--- src/adc_ctrl_pkg.sv ---
`default_nettype none
package adc_ctrl_pkg;

  // clock and timing, times in ns
  localparam int CLK_MHZ = 250;
  localparam int SETTLE_TIME_NS = 10000;
  localparam int CONVERT_TIME_NS = 15000;
  localparam int FLAG_RISE_TIME_NS = 200;
  // longest times round down to whole cycles
  localparam int SETTLE_CYCLES = (SETTLE_TIME_NS * CLK_MHZ) / 1000;
  localparam int CONVERT_CYCLES = (CONVERT_TIME_NS * CLK_MHZ) / 1000;
  localparam int FLAG_RISE_CYCLES = (FLAG_RISE_TIME_NS * CLK_MHZ) / 1000;
  localparam int CNT_W = 12;
  localparam logic [CNT_W-1:0] SETTLE_LOAD = CNT_W'(SETTLE_CYCLES - 1);
  localparam logic [CNT_W-1:0] CONVERT_LOAD = CNT_W'(CONVERT_CYCLES - 1);

  // data path widths
  localparam int RESULT_W = 12;
  localparam int CHAN_W = 4;
  localparam int ADDR_W = 8;

  // register byte offsets
  localparam logic [ADDR_W-1:0] ADDR_STATUS = 8'h00;
  localparam logic [ADDR_W-1:0] ADDR_MASK = 8'h04;
  localparam logic [ADDR_W-1:0] ADDR_RESULT = 8'h08;
  localparam logic [ADDR_W-1:0] ADDR_CHANNEL = 8'h0C;

  // status and mask bit positions
  localparam int EV_W = 3;
  localparam int EV_DONE = 0;
  localparam int EV_IGNORED = 1;
  localparam int EV_SETTLED = 2;
  // channel register field positions
  localparam int CH_SETTLING_BIT = 8;
  localparam int CH_CONVERTING_BIT = 9;

  // reset values
  localparam logic [EV_W-1:0] MASK_RESET = 3'h0;
  localparam logic [RESULT_W-1:0] RESULT_RESET = 12'h000;
  localparam logic [CHAN_W-1:0] CHAN_RESET = 4'h0;

  // bus answers
  localparam logic [1:0] RESP_OKAY = 2'h0;
  localparam logic [1:0] RESP_SLVERR = 2'h2;

  typedef enum logic [2:0] {
    ST_IDLE = 3'b000,
    ST_SETTLE = 3'b001,
    ST_SETTLED = 3'b010,
    ST_ARMED = 3'b011,
    ST_CONVERT = 3'b100
  } conv_state_t;

endpackage
`default_nettype wire

--- src/edge_sync_if.sv ---
`timescale 1ns/10ps
`default_nettype none
interface edge_sync_if;
  logic level;
  logic rise;
  logic fall;
  modport src (output level, output rise, output fall);
  modport dst (input level, input rise, input fall);
endinterface
`default_nettype wire

--- src/adc_convert_start_read_control.sv ---
`timescale 1ns/10ps
`default_nettype none
module adc_convert_start_read_control (
  input wire logic ref_clk, // 250 MHz block clock
  input wire logic resetn, // sync reset, active low
  input wire logic wr_strobe_n, // start strobe pin
  input wire logic read_n, // serial read gate pin
  input wire logic channel_reselect, // take new channel
  input wire logic [3:0] channel_addr, // channel address pins
  input wire logic serial_shift_clock, // shift clock pin
  input wire logic [11:0] sample_value, // converter core word
  output logic settling_flag, // settling in progress
  output logic converting_flag, // conversion in progress
  output logic serial_result_out, // serial data bit
  output logic serial_result_oe_n, // low while driving
  output logic [3:0] selected_channel, // mux select
  output logic irq, // level interrupt
  input wire logic [7:0] s_axi_awaddr, // write address
  input wire logic s_axi_awvalid, // write address valid
  output logic s_axi_awready, // write address ready
  input wire logic [31:0] s_axi_wdata, // write data
  input wire logic [3:0] s_axi_wstrb, // byte enables
  input wire logic s_axi_wvalid, // write data valid
  output logic s_axi_wready, // write data ready
  output logic [1:0] s_axi_bresp, // write response
  output logic s_axi_bvalid, // write response valid
  input wire logic s_axi_bready, // write response ready
  input wire logic [7:0] s_axi_araddr, // read address
  input wire logic s_axi_arvalid, // read address valid
  output logic s_axi_arready, // read address ready
  output logic [31:0] s_axi_rdata, // read data
  output logic [1:0] s_axi_rresp, // read response
  output logic s_axi_rvalid, // read data valid
  input wire logic s_axi_rready // read data ready
);
  edge_sync_if wr_if ();
  edge_sync_if rd_if ();
  edge_sync_if sck_if ();

  // every pin passes two flops before use
  edge_sync #(.INIT(1'b1)) wr_sync (
    .clk(ref_clk),
    .resetn(resetn),
    .async_in(wr_strobe_n),
    .sig(wr_if)
  );
  edge_sync #(.INIT(1'b1)) rd_sync (
    .clk(ref_clk),
    .resetn(resetn),
    .async_in(read_n),
    .sig(rd_if)
  );
  edge_sync #(.INIT(1'b1)) sck_sync (
    .clk(ref_clk),
    .resetn(resetn),
    .async_in(serial_shift_clock),
    .sig(sck_if)
  );

  // reselect and address are only read at strobe edges, which the host
  // keeps stable there; their sync delay matches the strobe's
  logic sel_meta_reg, sel_meta_next;
  logic sel_sync_reg, sel_sync_next;
  logic [3:0] addr_meta_reg, addr_meta_next;
  logic [3:0] addr_sync_reg, addr_sync_next;

  adc_ctrl_pkg::conv_state_t state_reg, state_next;
  logic [adc_ctrl_pkg::CNT_W-1:0] cnt_reg, cnt_next;
  logic [3:0] chan_reg, chan_next;
  logic [11:0] held_reg, held_next;
  logic [11:0] result_reg, result_next;
  logic [11:0] shift_reg, shift_next;
  logic drive_reg, drive_next;
  logic settling_reg, settling_next;
  logic converting_reg, converting_next;
  logic sdo_reg, sdo_next;
  logic ev_done, ev_ignored, ev_settled;
  logic busy;

  // input capture flops for the level inputs
  always_comb
  begin
    sel_meta_next = channel_reselect;
    sel_sync_next = sel_meta_reg;
    addr_meta_next = channel_addr;
    addr_sync_next = addr_meta_reg;
  end

  always_ff @(posedge ref_clk)
  begin
    if (!resetn)
    begin
      sel_meta_reg <= 1'b0;
      sel_sync_reg <= 1'b0;
      addr_meta_reg <= 4'h0;
      addr_sync_reg <= 4'h0;
    end
    else
    begin
      sel_meta_reg <= sel_meta_next;
      sel_sync_reg <= sel_sync_next;
      addr_meta_reg <= addr_meta_next;
      addr_sync_reg <= addr_sync_next;
    end
  end

  assign busy = (state_reg == adc_ctrl_pkg::ST_SETTLE) ||
                (state_reg == adc_ctrl_pkg::ST_CONVERT);

  // convert start sequencer; settle and convert times are the worst-case
  // limits, so any finer model of the analog path only shortens them
  always_comb
  begin
    state_next = state_reg;
    cnt_next = cnt_reg;
    chan_next = chan_reg;
    held_next = held_reg;
    result_next = result_reg;
    ev_done = 1'b0;
    ev_ignored = 1'b0;
    ev_settled = 1'b0;
    unique case (state_reg)
      adc_ctrl_pkg::ST_IDLE:
      begin
        if (wr_if.fall)
        begin
          if (sel_sync_reg)
          begin
            chan_next = addr_sync_reg;
            cnt_next = adc_ctrl_pkg::SETTLE_LOAD;
            state_next = adc_ctrl_pkg::ST_SETTLE;
          end
          else
          begin
            state_next = adc_ctrl_pkg::ST_ARMED;
          end
        end
      end
      adc_ctrl_pkg::ST_SETTLE:
      begin
        if (wr_if.fall)
        begin
          ev_ignored = 1'b1;
        end
        if (cnt_reg == '0)
        begin
          ev_settled = 1'b1;
          if (wr_if.level)
          begin
            held_next = sample_value;
            cnt_next = adc_ctrl_pkg::CONVERT_LOAD;
            state_next = adc_ctrl_pkg::ST_CONVERT;
          end
          else
          begin
            state_next = adc_ctrl_pkg::ST_SETTLED;
          end
        end
        else
        begin
          cnt_next = cnt_reg - 1'b1;
        end
      end
      adc_ctrl_pkg::ST_SETTLED, adc_ctrl_pkg::ST_ARMED:
      begin
        if (wr_if.rise)
        begin
          held_next = sample_value;
          cnt_next = adc_ctrl_pkg::CONVERT_LOAD;
          state_next = adc_ctrl_pkg::ST_CONVERT;
        end
      end
      adc_ctrl_pkg::ST_CONVERT:
      begin
        if (wr_if.fall)
        begin
          ev_ignored = 1'b1;
        end
        if (cnt_reg == '0)
        begin
          result_next = held_reg;
          ev_done = 1'b1;
          state_next = adc_ctrl_pkg::ST_IDLE;
        end
        else
        begin
          cnt_next = cnt_reg - 1'b1;
        end
      end
      default:
      begin
        state_next = adc_ctrl_pkg::ST_IDLE;
      end
    endcase
    settling_next = (state_next == adc_ctrl_pkg::ST_SETTLE);
    converting_next = (state_next == adc_ctrl_pkg::ST_CONVERT);
  end

  // serial output: driver may stay on into a conversion, never turn on
  always_comb
  begin
    shift_next = shift_reg;
    drive_next = ~rd_if.level & (~busy | drive_reg);
    if (ev_done)
    begin
      shift_next = held_reg;
    end
    else if (sck_if.fall && !busy && drive_reg)
    begin
      shift_next = {shift_reg[10:0], 1'b0};
    end
    sdo_next = shift_next[11];
  end

  always_ff @(posedge ref_clk)
  begin
    if (!resetn)
    begin
      state_reg <= adc_ctrl_pkg::ST_IDLE;
      cnt_reg <= '0;
      chan_reg <= adc_ctrl_pkg::CHAN_RESET;
      held_reg <= adc_ctrl_pkg::RESULT_RESET;
      result_reg <= adc_ctrl_pkg::RESULT_RESET;
      shift_reg <= adc_ctrl_pkg::RESULT_RESET;
      drive_reg <= 1'b0;
      settling_reg <= 1'b0;
      converting_reg <= 1'b0;
      sdo_reg <= 1'b0;
    end
    else
    begin
      state_reg <= state_next;
      cnt_reg <= cnt_next;
      chan_reg <= chan_next;
      held_reg <= held_next;
      result_reg <= result_next;
      shift_reg <= shift_next;
      drive_reg <= drive_next;
      settling_reg <= settling_next;
      converting_reg <= converting_next;
      sdo_reg <= sdo_next;
    end
  end

  // register file and bus slave
  logic aw_have_reg, aw_have_next;
  logic awready_reg, awready_next;
  logic wready_reg, wready_next;
  logic [7:0] aw_addr_reg, aw_addr_next;
  logic w_have_reg, w_have_next;
  logic [31:0] w_data_reg, w_data_next;
  logic w_lane0_reg, w_lane0_next;
  logic bvalid_reg, bvalid_next;
  logic [1:0] bresp_reg, bresp_next;
  logic arready_reg, arready_next;
  logic rvalid_reg, rvalid_next;
  logic [31:0] rdata_reg, rdata_next;
  logic [1:0] rresp_reg, rresp_next;
  logic [2:0] status_reg, status_next;
  logic [2:0] mask_reg, mask_next;
  logic [2:0] clr;
  logic irq_reg, irq_next;

  // write and read channels; set beats clear on the same status bit
  always_comb
  begin
    aw_have_next = aw_have_reg;
    aw_addr_next = aw_addr_reg;
    w_have_next = w_have_reg;
    w_data_next = w_data_reg;
    w_lane0_next = w_lane0_reg;
    bvalid_next = bvalid_reg;
    bresp_next = bresp_reg;
    arready_next = arready_reg;
    rvalid_next = rvalid_reg;
    rdata_next = rdata_reg;
    rresp_next = rresp_reg;
    mask_next = mask_reg;
    clr = 3'h0;
    if (s_axi_awvalid && awready_reg)
    begin
      aw_have_next = 1'b1;
      aw_addr_next = s_axi_awaddr;
    end
    if (s_axi_wvalid && wready_reg)
    begin
      w_have_next = 1'b1;
      w_data_next = s_axi_wdata;
      w_lane0_next = s_axi_wstrb[0];
    end
    if (aw_have_reg && w_have_reg && !bvalid_reg)
    begin
      aw_have_next = 1'b0;
      w_have_next = 1'b0;
      bvalid_next = 1'b1;
      bresp_next = adc_ctrl_pkg::RESP_OKAY;
      unique case (aw_addr_reg)
        adc_ctrl_pkg::ADDR_STATUS:
          clr = w_lane0_reg ? w_data_reg[2:0] : 3'h0;
        adc_ctrl_pkg::ADDR_MASK:
          mask_next = w_lane0_reg ? w_data_reg[2:0] : mask_reg;
        adc_ctrl_pkg::ADDR_RESULT, adc_ctrl_pkg::ADDR_CHANNEL:
          bresp_next = adc_ctrl_pkg::RESP_OKAY; // read-only, write dropped
        default:
          bresp_next = adc_ctrl_pkg::RESP_SLVERR;
      endcase
    end
    else if (bvalid_reg && s_axi_bready)
    begin
      bvalid_next = 1'b0;
    end
    if (s_axi_arvalid && arready_reg)
    begin
      arready_next = 1'b0;
      rvalid_next = 1'b1;
      rresp_next = adc_ctrl_pkg::RESP_OKAY;
      rdata_next = 32'h00000000;
      unique case (s_axi_araddr)
        adc_ctrl_pkg::ADDR_STATUS: rdata_next[2:0] = status_reg;
        adc_ctrl_pkg::ADDR_MASK: rdata_next[2:0] = mask_reg;
        adc_ctrl_pkg::ADDR_RESULT: rdata_next[11:0] = result_reg;
        adc_ctrl_pkg::ADDR_CHANNEL:
        begin
          rdata_next[3:0] = chan_reg;
          rdata_next[adc_ctrl_pkg::CH_SETTLING_BIT] = settling_reg;
          rdata_next[adc_ctrl_pkg::CH_CONVERTING_BIT] = converting_reg;
        end
        default: rresp_next = adc_ctrl_pkg::RESP_SLVERR;
      endcase
    end
    else if (rvalid_reg && s_axi_rready)
    begin
      rvalid_next = 1'b0;
      arready_next = 1'b1;
    end
    status_next = (status_reg & ~clr) | {ev_settled, ev_ignored, ev_done};
    irq_next = |(status_next & mask_next);
    // readies worked out a cycle ahead so they leave a flop
    awready_next = ~aw_have_next & ~bvalid_next;
    wready_next = ~w_have_next & ~bvalid_next;
  end

  always_ff @(posedge ref_clk)
  begin
    if (!resetn)
    begin
      aw_have_reg <= 1'b0;
      awready_reg <= 1'b1;
      wready_reg <= 1'b1;
      aw_addr_reg <= 8'h00;
      w_have_reg <= 1'b0;
      w_data_reg <= 32'h00000000;
      w_lane0_reg <= 1'b0;
      bvalid_reg <= 1'b0;
      bresp_reg <= adc_ctrl_pkg::RESP_OKAY;
      arready_reg <= 1'b1;
      rvalid_reg <= 1'b0;
      rdata_reg <= 32'h00000000;
      rresp_reg <= adc_ctrl_pkg::RESP_OKAY;
      status_reg <= 3'h0;
      mask_reg <= adc_ctrl_pkg::MASK_RESET;
      irq_reg <= 1'b0;
    end
    else
    begin
      aw_have_reg <= aw_have_next;
      awready_reg <= awready_next;
      wready_reg <= wready_next;
      aw_addr_reg <= aw_addr_next;
      w_have_reg <= w_have_next;
      w_data_reg <= w_data_next;
      w_lane0_reg <= w_lane0_next;
      bvalid_reg <= bvalid_next;
      bresp_reg <= bresp_next;
      arready_reg <= arready_next;
      rvalid_reg <= rvalid_next;
      rdata_reg <= rdata_next;
      rresp_reg <= rresp_next;
      status_reg <= status_next;
      mask_reg <= mask_next;
      irq_reg <= irq_next;
    end
  end

  // outputs straight from flops
  assign settling_flag = settling_reg;
  assign converting_flag = converting_reg;
  assign serial_result_out = sdo_reg;
  assign serial_result_oe_n = ~drive_reg;
  assign selected_channel = chan_reg;
  assign irq = irq_reg;
  assign s_axi_awready = awready_reg;
  assign s_axi_wready = wready_reg;
  assign s_axi_bvalid = bvalid_reg;
  assign s_axi_bresp = bresp_reg;
  assign s_axi_arready = arready_reg;
  assign s_axi_rvalid = rvalid_reg;
  assign s_axi_rdata = rdata_reg;
  assign s_axi_rresp = rresp_reg;
endmodule
`default_nettype wire

--- src/edge_sync.sv ---
`timescale 1ns/10ps
`default_nettype none
module edge_sync #(
  parameter logic INIT = 1'b1
) (
  input wire logic clk,      // block clock
  input wire logic resetn,   // synchronous reset, active low
  input wire logic async_in, // pin from outside the clock domain
  edge_sync_if.src sig       // synced level and edge pulses
);
  logic meta_reg, meta_next;
  logic sync_reg, sync_next;
  logic prev_reg, prev_next;

  // two flops, then edge detect on the second only
  always_comb
  begin
    meta_next = async_in;
    sync_next = meta_reg;
    prev_next = sync_reg;
  end

  always_ff @(posedge clk)
  begin
    if (!resetn)
    begin
      meta_reg <= INIT;
      sync_reg <= INIT;
      prev_reg <= INIT;
    end
    else
    begin
      meta_reg <= meta_next;
      sync_reg <= sync_next;
      prev_reg <= prev_next;
    end
  end

  assign sig.level = sync_reg;
  assign sig.rise = sync_reg & ~prev_reg;
  assign sig.fall = ~sync_reg & prev_reg;
endmodule
`default_nettype wire

--- config.mk ---
export PLATFORM = sky130hd
export DESIGN_NAME = adc_convert_start_read_control
export DESIGN_NICKNAME = d
export VERILOG_FILES = /design/src/adc_ctrl_pkg.sv /design/src/edge_sync_if.sv /design/src/adc_convert_start_read_control.sv /design/src/edge_sync.sv
export SDC_FILE = /design/constraint.sdc
export NUM_CORES = 1
export LEC_CHECK = 0
export ABC_AREA = 1
export CAP_MARGIN = 20
export CORE_MARGIN = 1.5
export CORE_UTILIZATION = 62
export CTS_CLUSTER_SIZE = 16
export DETAILED_ROUTE_END_ITERATION = 7
export DONT_BUFFER_PORTS = 1
export GPL_TIMING_DRIVEN = 0
export PLACE_DENSITY = 0.78
export SYNTH_ARGS = -nofsm -noshare
export SYNTH_HDL_FRONTEND = slang
export SYNTH_SLANG_ARGS = --single-unit
--- constraint.sdc ---
create_clock -name ref_clk -period 2.4 [get_ports ref_clk]
set_input_delay 0.48 -clock ref_clk [delete_from_list [all_inputs] [get_ports ref_clk]]
set_output_delay 0.48 -clock ref_clk [all_outputs]
set_load 0.01 [all_outputs]
==> results of run 1 <==
## layout make-up
cell class / count / area [µm²]
sequential: 116 / 2322
multi-input combinational: 482 / 2233
fill: 614 / 1972
tap: 102 / 127.6
inverter: 76 / 286.5
buffer: 45 / 275.3
clock inverter: 13 / 158.9
clock buffer: 19 / 431.7
## logic make-up after synthesis
kind of cell | synth area share (%)
other | 0.07443
xor gates and xnor gates | 1.217
DFF | 46.09
buffers and inverters | 11.15
adders and majority gates | 0.4966
and+or+nand+nor | 28.78
AOI/OAI and AO/OA | 12.19
## worst max-delay path, delay by kind of cell (launching register included)
family                   cells  cell delay, ns
flip-flops                   1            0.34
AO/OA/AOI/OAI                1            0.08
adder cells (fa/ha/maj)      1            0.19
AND/OR/NAND/NOR              3            0.76
buffers and inverters        3            0.43
## through the flow
step                worst slack (ns)  hold slack [ns]  instance area (µm²)  util, %
finish                        0.4595          0.05711                 5836    74.74
CTS                           0.4720          0.05429                 5836    74.74
global route                  0.2697          0.04942                 5836    74.74
detailed placement            0.4803           0.3848                 5245    67.18
floorplan                     0.7513           0.3753                 5117        -
global placement              0.5229           0.3824                 5245    67.18
## cells in the final DEF (no fill, tap or decap), types with 2 or more instances in the layout
cell type and n:
o21ai_0 37, clkbuf_8 2, nand2_1 185, inv_1 69, nor2_4 2, clkinv_2 5, nand2_2 5, xnor2_1 3
xor2_1 4, nand4_1 7, inv_2 4, bufinv_16 3, clkinv_4 3, nor2_1 69, clkbuf_16 16, buf_4 24
nor3_1 6, dfxtp_1 116, clkbuf_1 18, ha_1 2, nand3_1 45, or2_2 8, a21oi_1 59, a31oi_1 10
clkinv_1 2, clkinvlp_4 3, a21oi_2 2, buf_6 2, conb_1 22, o211ai_1 4
## power breakdown
group          switching (mW)  internal (mW)  total, mW
registers               0.116           2.05       2.17
logic                   0.620          0.327      0.947
clock network           0.895           1.60       2.50
## worst max path at each step
stage / slack [ns] / cells past startpoint / endpoint
2_1_floorplan: 0.75 / 10 / cnt_reg[7]
3_3_place_gp: 0.52 / 7 / converting_flag
3_5_place_dp: 0.48 / 8 / held_reg[0]
4_1_cts: 0.47 / 8 / held_reg[0]
5_1_grt: 0.27 / 10 / cnt_reg[7]
6_report: 0.46 / 8 / held_reg[0]
## synthesized netlist by cell type (5+ instances only)
| master | instances |
|---|---|
| nand2_1 | 185 |
| nor3_1 | 6 |
| dfxtp_1 | 116 |
| buf_4 | 24 |
| nand4_1 | 7 |
| nor2_1 | 69 |
| clkbuf_1 | 17 |
| a31oi_1 | 10 |
| inv_1 | 69 |
| a21oi_1 | 59 |
| nand2_2 | 5 |
| o21ai_0 | 37 |
| nand3_1 | 45 |
| or2_2 | 8 |
## layer usage
layer | vias to the layer above | track usage [%] | wire length [µm]
met4 | 0 | 10.35 | 137
met3 | 16 | 8.293 | 842
li1 | 2267 | - | -
met5 | - | 0 | 0
met2 | 173 | 49.03 | 5745
met1 | 2104 | 34.74 | 5215
==> flow_summary.toml, run 1 <==
[status]
outcome = "finished clean"

[hold_path]
hold_depth = 2
hold_path_end = "addr_meta_reg[2]"
worstHoldStart = "channel_addr[2]"
worstHoldPathType = "in -> reg"

[routing]
drtIter0Drc = 221
via_per_inst = 5.346
drc = 0
num_vias = 4560
wl_per_cell_um = 14.00
detail-route-antenna-nets = 0
drt_pass1_iterations = 5
wirelength_um = 11940

[layout]
nets = 819
synthToLayoutAreaGrowth_pct = 15.82
final_cells = 853
antenna_cells = 0
drive_gt1_share_pct = 11.45

[power_and_ir_drop]
p_total_mw = 5.610
leakagePower_nw = 2.673
peakVddDrop_mv = 0.6811
power.density_nw_per_um2 = 961.3

[timing]
max-slew-margin-rel_pct = 56.67
rsz0062_at_grt = "false"
finalSetupTns_ns = 0
fmax_mhz = 515.3
setup_viol_count_final = 0
finClkSkew_ns = 0.005284
slew_viol_final = 0
layout_min_cycle_time_ns = 1.940
fin_crit_sh_pct = 80.85
final-hold-violation-count = 0
tightest_slew_ns = 0.6500

[clocking]
post-cts-setup-buffers = 0
htreeDepth = 4
postCtsHoldBufs = 0
cts_resized = 0
cts.sinks = 116
cts_buffers = 17
tritoncts = "yes"
clockBufferDepth = 2
worstSkewPairLatency_ns = 0.52
clkSlewWorstSetupHoldPaths_ns = 0.06
cts_root_buf = "clkbuf_8"

[synth]
ys_top_cells_by_area = "dfxtp_1, nand2_1, a21oi_1, inv_1, nor2_1"
synth_edf_count = 0
ys_warn_count = 0
synth_cell_types = 39
synth_seq_cells = 116
synth-async-reset-ratio_pct = 0
yosys.area.top_type = "dfxtp_1"
synth_top_area_share_pct = 46.09
syn_inst = 698
postSynthAreaPerCell_um2 = 7.219
ys.flop_type = "dfxtp_1"
ys_seq_area_share_pct = 46.09
netlist_area_um2 = 5039

[critical_path]
worstPathMaxFanout = 10
critPathKind = "reg -> reg"
cpMostUsedCell = "inv_1"
critPathMaxStageDelay_ns = 0.34
cp.required_ns = 2.77
reg2reg_slack_ns = 0.46
start_kind = "flip-flop"
critPathCaptureType = "flip-flop"
crit_chain = "inv_1 -> ha_1 -> inv_1 -> nor3_2 -> nand4_2 -> clkbuf_1 -> nand3_1 -> a21oi_1"
r2r-start = "cnt_reg[0]"
rr_endpoint = "held_reg[0]"
worstRegToRegCells = 8
critPathLaunch = "cnt_reg[0]"
critPathArrivalTime_ns = 2.31
critPathSlowestCell = "dfxtp_1"

[place]
gp_congestion = 0.8986
dp_cells = 821
portBuffers = 0
post-dp-hpwl_um = 8385

[floorplanning]
die_area_um2 = 8677
io_pins = 129
fp.dieW_um = 93.15
core_um2 = 7807
initial_core_util_pct = 64.54
die_h_um = 93.15
num_rows = 32

[global_routing]
grt.total_usage_pct = 28.88
grt_pass1_vias = 4145
antenna_found_initial = 0
grt_max_degree = 17
grt_pass1_wl_um = 19350
grt-ovfl-total = 0

[run]
cap_violations = 0
Power figures use the tool's default switching activity.
==> inputs of run 2 (changes only) <==
--- a/config.mk
+++ b/config.mk
@@ -5,7 +5,7 @@
 export SDC_FILE = /design/constraint.sdc
 export NUM_CORES = 1
 export LEC_CHECK = 0
-export ABC_AREA = 1
+export ABC_AREA = 0
 export CAP_MARGIN = 20
 export CORE_MARGIN = 1.5
 export CORE_UTILIZATION = 62
==> constraint.sdc (replaced) <==
create_clock -name ref_clk -period 1.9 [get_ports ref_clk]
set_input_delay 0.38 -clock ref_clk [delete_from_list [all_inputs] [get_ports ref_clk]]
set_output_delay 0.38 -clock ref_clk [all_outputs]
set_load 0.01 [all_outputs]
==> run 2 against run 1 <==
  * The run now ends with setup timing left
  * Critical path type unchanged
  * Maximum frequency fell by 16%
  * Register-to-register slack got worse by 0.87 ns
  * Flip-flop and latch count stayed put
  * Clock power rose by 29%
  * Worst setup slack worse by 0.87 ns
  * Area after synthesis fell by 4.8%
  * Clock skew up 0.0049 ns
  * Clock-buffer cell count down 1
  * Final area up 8.6%
  * Die area shrank 4.6%
  * Largest power group unchanged
  * Total power is 25% higher
  * Critical path depth is 2 higher
==> flow_summary.toml, run 2 <==
[place]
post-dp-hpwl_um = 8179
postPlaceCellArea_um2 = 5020
gp_congestion = 0.9042
portBuffers = 0
dp_slack_ns = -0.6183

[routing]
via_per_inst = 6.213
detail-route-antenna-nets = 0
drt_pass1_iterations = 6
num_vias = 4629
wirelength_um = 14760
drc = 0
drtIter0Drc = 491
wl_per_cell_um = 19.81

[floorplanning]
die_area_um2 = 8276
die_h_um = 90.98
initial_core_util_pct = 65.11
num_rows = 31
core_um2 = 7370
io_pins = 129
fp.dieW_um = 90.98

[critical_path]
critPathMaxStageDelay_ns = 0.49
critPathKind = "reg -> reg"
crit_chain = "inv_2 -> ha_1 -> or4b_4 -> buf_12 -> nor4_4 -> buf_4 -> o21ai_4 -> clkbuf_16 -> mux2i_1 -> nor2_1"
critPathArrivalTime_ns = 2.70
worstPathMaxFanout = 5
critPathBufInv = 4
start_kind = "flip-flop"
critPathTopFamily = "simple AND/OR/NAND/NOR gates"
cp.required_ns = 2.29
critPathSlowestCell = "or4b_4"
critPathCaptureType = "flip-flop"

[synth]
netlist_area_um2 = 4798
yosys.area.top_type = "dfxtp_1"
synthTopCellsByCount = "dfxtp_1, nand2_1, a21oi_1"
synth_top_area_share_pct = 48.40
synth-async-reset-ratio_pct = 0
postSynthAreaPerCell_um2 = 8.756
synth_seq_cells = 116
ys_seq_area_share_pct = 48.40
synth_edf_count = 0
yosysMostFrequentCell = "dfxtp_1"
ys_top_cells_by_area = "dfxtp_1, nand2_1, a21oi_1, mux2i_1, buf_4"
ys.flop_type = "dfxtp_1"
syn_inst = 548
ys_warn_count = 0
synth_cell_types = 60

[power_and_ir_drop]
p_total_mw = 7.035
power.density_nw_per_um2 = 1110
leakagePower_nw = 2.551
pwr-share-seq_pct = 37.3
swShare_pct = 27.57
p_switching_mw = 1.939
peakVddDrop_mv = 0.7816
internal-power_mw = 5.095
pwr-share-clk_pct = 45.9
power.share.combinational_pct = 16.8

[timing]
finClkSkew_ns = 0.01019
fin_crit_sh_pct = 121.6
rsz0062_at_grt = "true"
final-hold-violation-count = 0
tightest_slew_ns = 0.7299
fmax_mhz = 432.7
layout_min_cycle_time_ns = 2.311
finalSetupTns_ns = -16.75
setup_ws_ns = -0.4111
setup_viol_count_final = 56
slew_viol_final = 0
fin_hold_ws_ns = 0.01081
max-slew-margin-rel_pct = 50.89

[status]
violations = "setup timing"
outcome = "finished, violations left"

[hold_path]
worstHoldPathType = "in -> reg"

[clocking]
clockBufferDepth = 2
cts.sinks = 116
worstSkewPairLatency_ns = 0.52
cts_buffers = 17
clkSlewWorstSetupHoldPaths_ns = 0.06
htreeDepth = 4
tritoncts = "yes"
cts_root_buf = "clkbuf_8"

[global_routing]
antenna_found_initial = 0
grt_pass1_wl_um = 21830
grt-ovfl-total = 0
grt_max_degree = 17
grt_pass1_vias = 4328
grt.total_usage_pct = 33.80

[layout]
nets = 714
stdcell_area_um2 = 6340
antenna_cells = 0
drive_gt1_share_pct = 23.68
synthToLayoutAreaGrowth_pct = 32.13
layout_common_cells = "dfxtp_1, nand2_1, a21oi_1, nor2_1, buf_4"
final_common_cell = "dfxtp_1"

[run]
cap_violations = 0
## run 2: what timing repair did
action,CTS,global route
hold endpoints to repair,18,1
hold buffers,18,1
gates resized for setup,47,33
setup buffers,17,9
pin swaps,15,15
cloned,3,1
setup endpoints to repair,56,61
## run 2: cell type report
cell class / instances / area (µm²)
Buffer: 50 / 317.8
Fill cell: 387 / 1030
Clock inverter: 14 / 172.7
Tap cell: 99 / 123.9
Timing Repair Buffer: 48 / 496.7
Inverter: 12 / 45.04
Clock buffer: 18 / 427.9
Sequential cell: 116 / 2326
Multi-Input combinational cell: 388 / 2430
## run 2: metal layers
metal	global-route usage, %	wire length [µm]	share of wire (%)	vias up
met1	42.51	5527	37	2106
met3	8.794	1687	11	77
met4	17.97	786	5.3	0
met2	53.11	6756	46	398
li1	-	-	-	2048
met5	0	0	0	-
## run 2: worst paths after layout
| kind | endpoint | slack [ns] | depth (start not counted) | start |
|---|---|---|---|---|
| setup reg to reg | held_reg[10] | -0.41 | 10 | cnt_reg[1] |
| hold / removal | held_reg[4] | 0.01 | 2 | sample_value[4] |
| setup / recovery | held_reg[10] | -0.41 | 10 | cnt_reg[1] |
| hold reg to reg | drive_reg | 0.40 | 1 | rd_sync.sig.level |
## run 2: cells by family (layout without fill, tap and decap cells)
| group | Yosys count | after routing | synth area share, % |
|---|---|---|---|
| flops | 116 | 116 | 48.40 |
| other cells | 1 | 22 | 0.07815 |
| compound gates | 120 | 120 | 15.75 |
| buf+inv | 65 | 142 | 7.145 |
| mux | 24 | 24 | 5.815 |
| xor+xnor | 1 | 1 | 0.1826 |
| fa+ha+maj | 2 | 2 | 0.5214 |
| simple gates | 219 | 219 | 22.11 |
## run 2: worst register-to-register path, cell delays in order (launching register included)
cell,delay [ns]
dfxtp_2,0.34
inv_2,0.06
ha_1,0.13
or4b_4,0.49
buf_12,0.15
nor4_4,0.32
buf_4,0.21
o21ai_4,0.08
clkbuf_16,0.20
mux2i_1,0.16
nor2_1,0.06
## run 2: per-stage QoR
| stage | util, % | instances |
|---|---|---|
| after floorplan | - | 569 |
| after global routing | 86.03 | 745 |
| after detailed placement | 68.12 | 668 |
| final | 86.03 | 745 |
| after global placement | 68.12 | 668 |
| after CTS | 83.55 | 736 |
## run 2: power by group through the flow
stage / Combinational, mW / Sequential [mW] / Clock, mW
detailed placement: 0.733 / 2.66 / 0
global route: 1.24 / 2.63 / 3.36
finish: 1.18 / 2.63 / 3.23
CTS: 1.02 / 2.61 / 3.23
floorplan: 0.591 / 2.64 / 0
global placement: 0.722 / 2.66 / 0
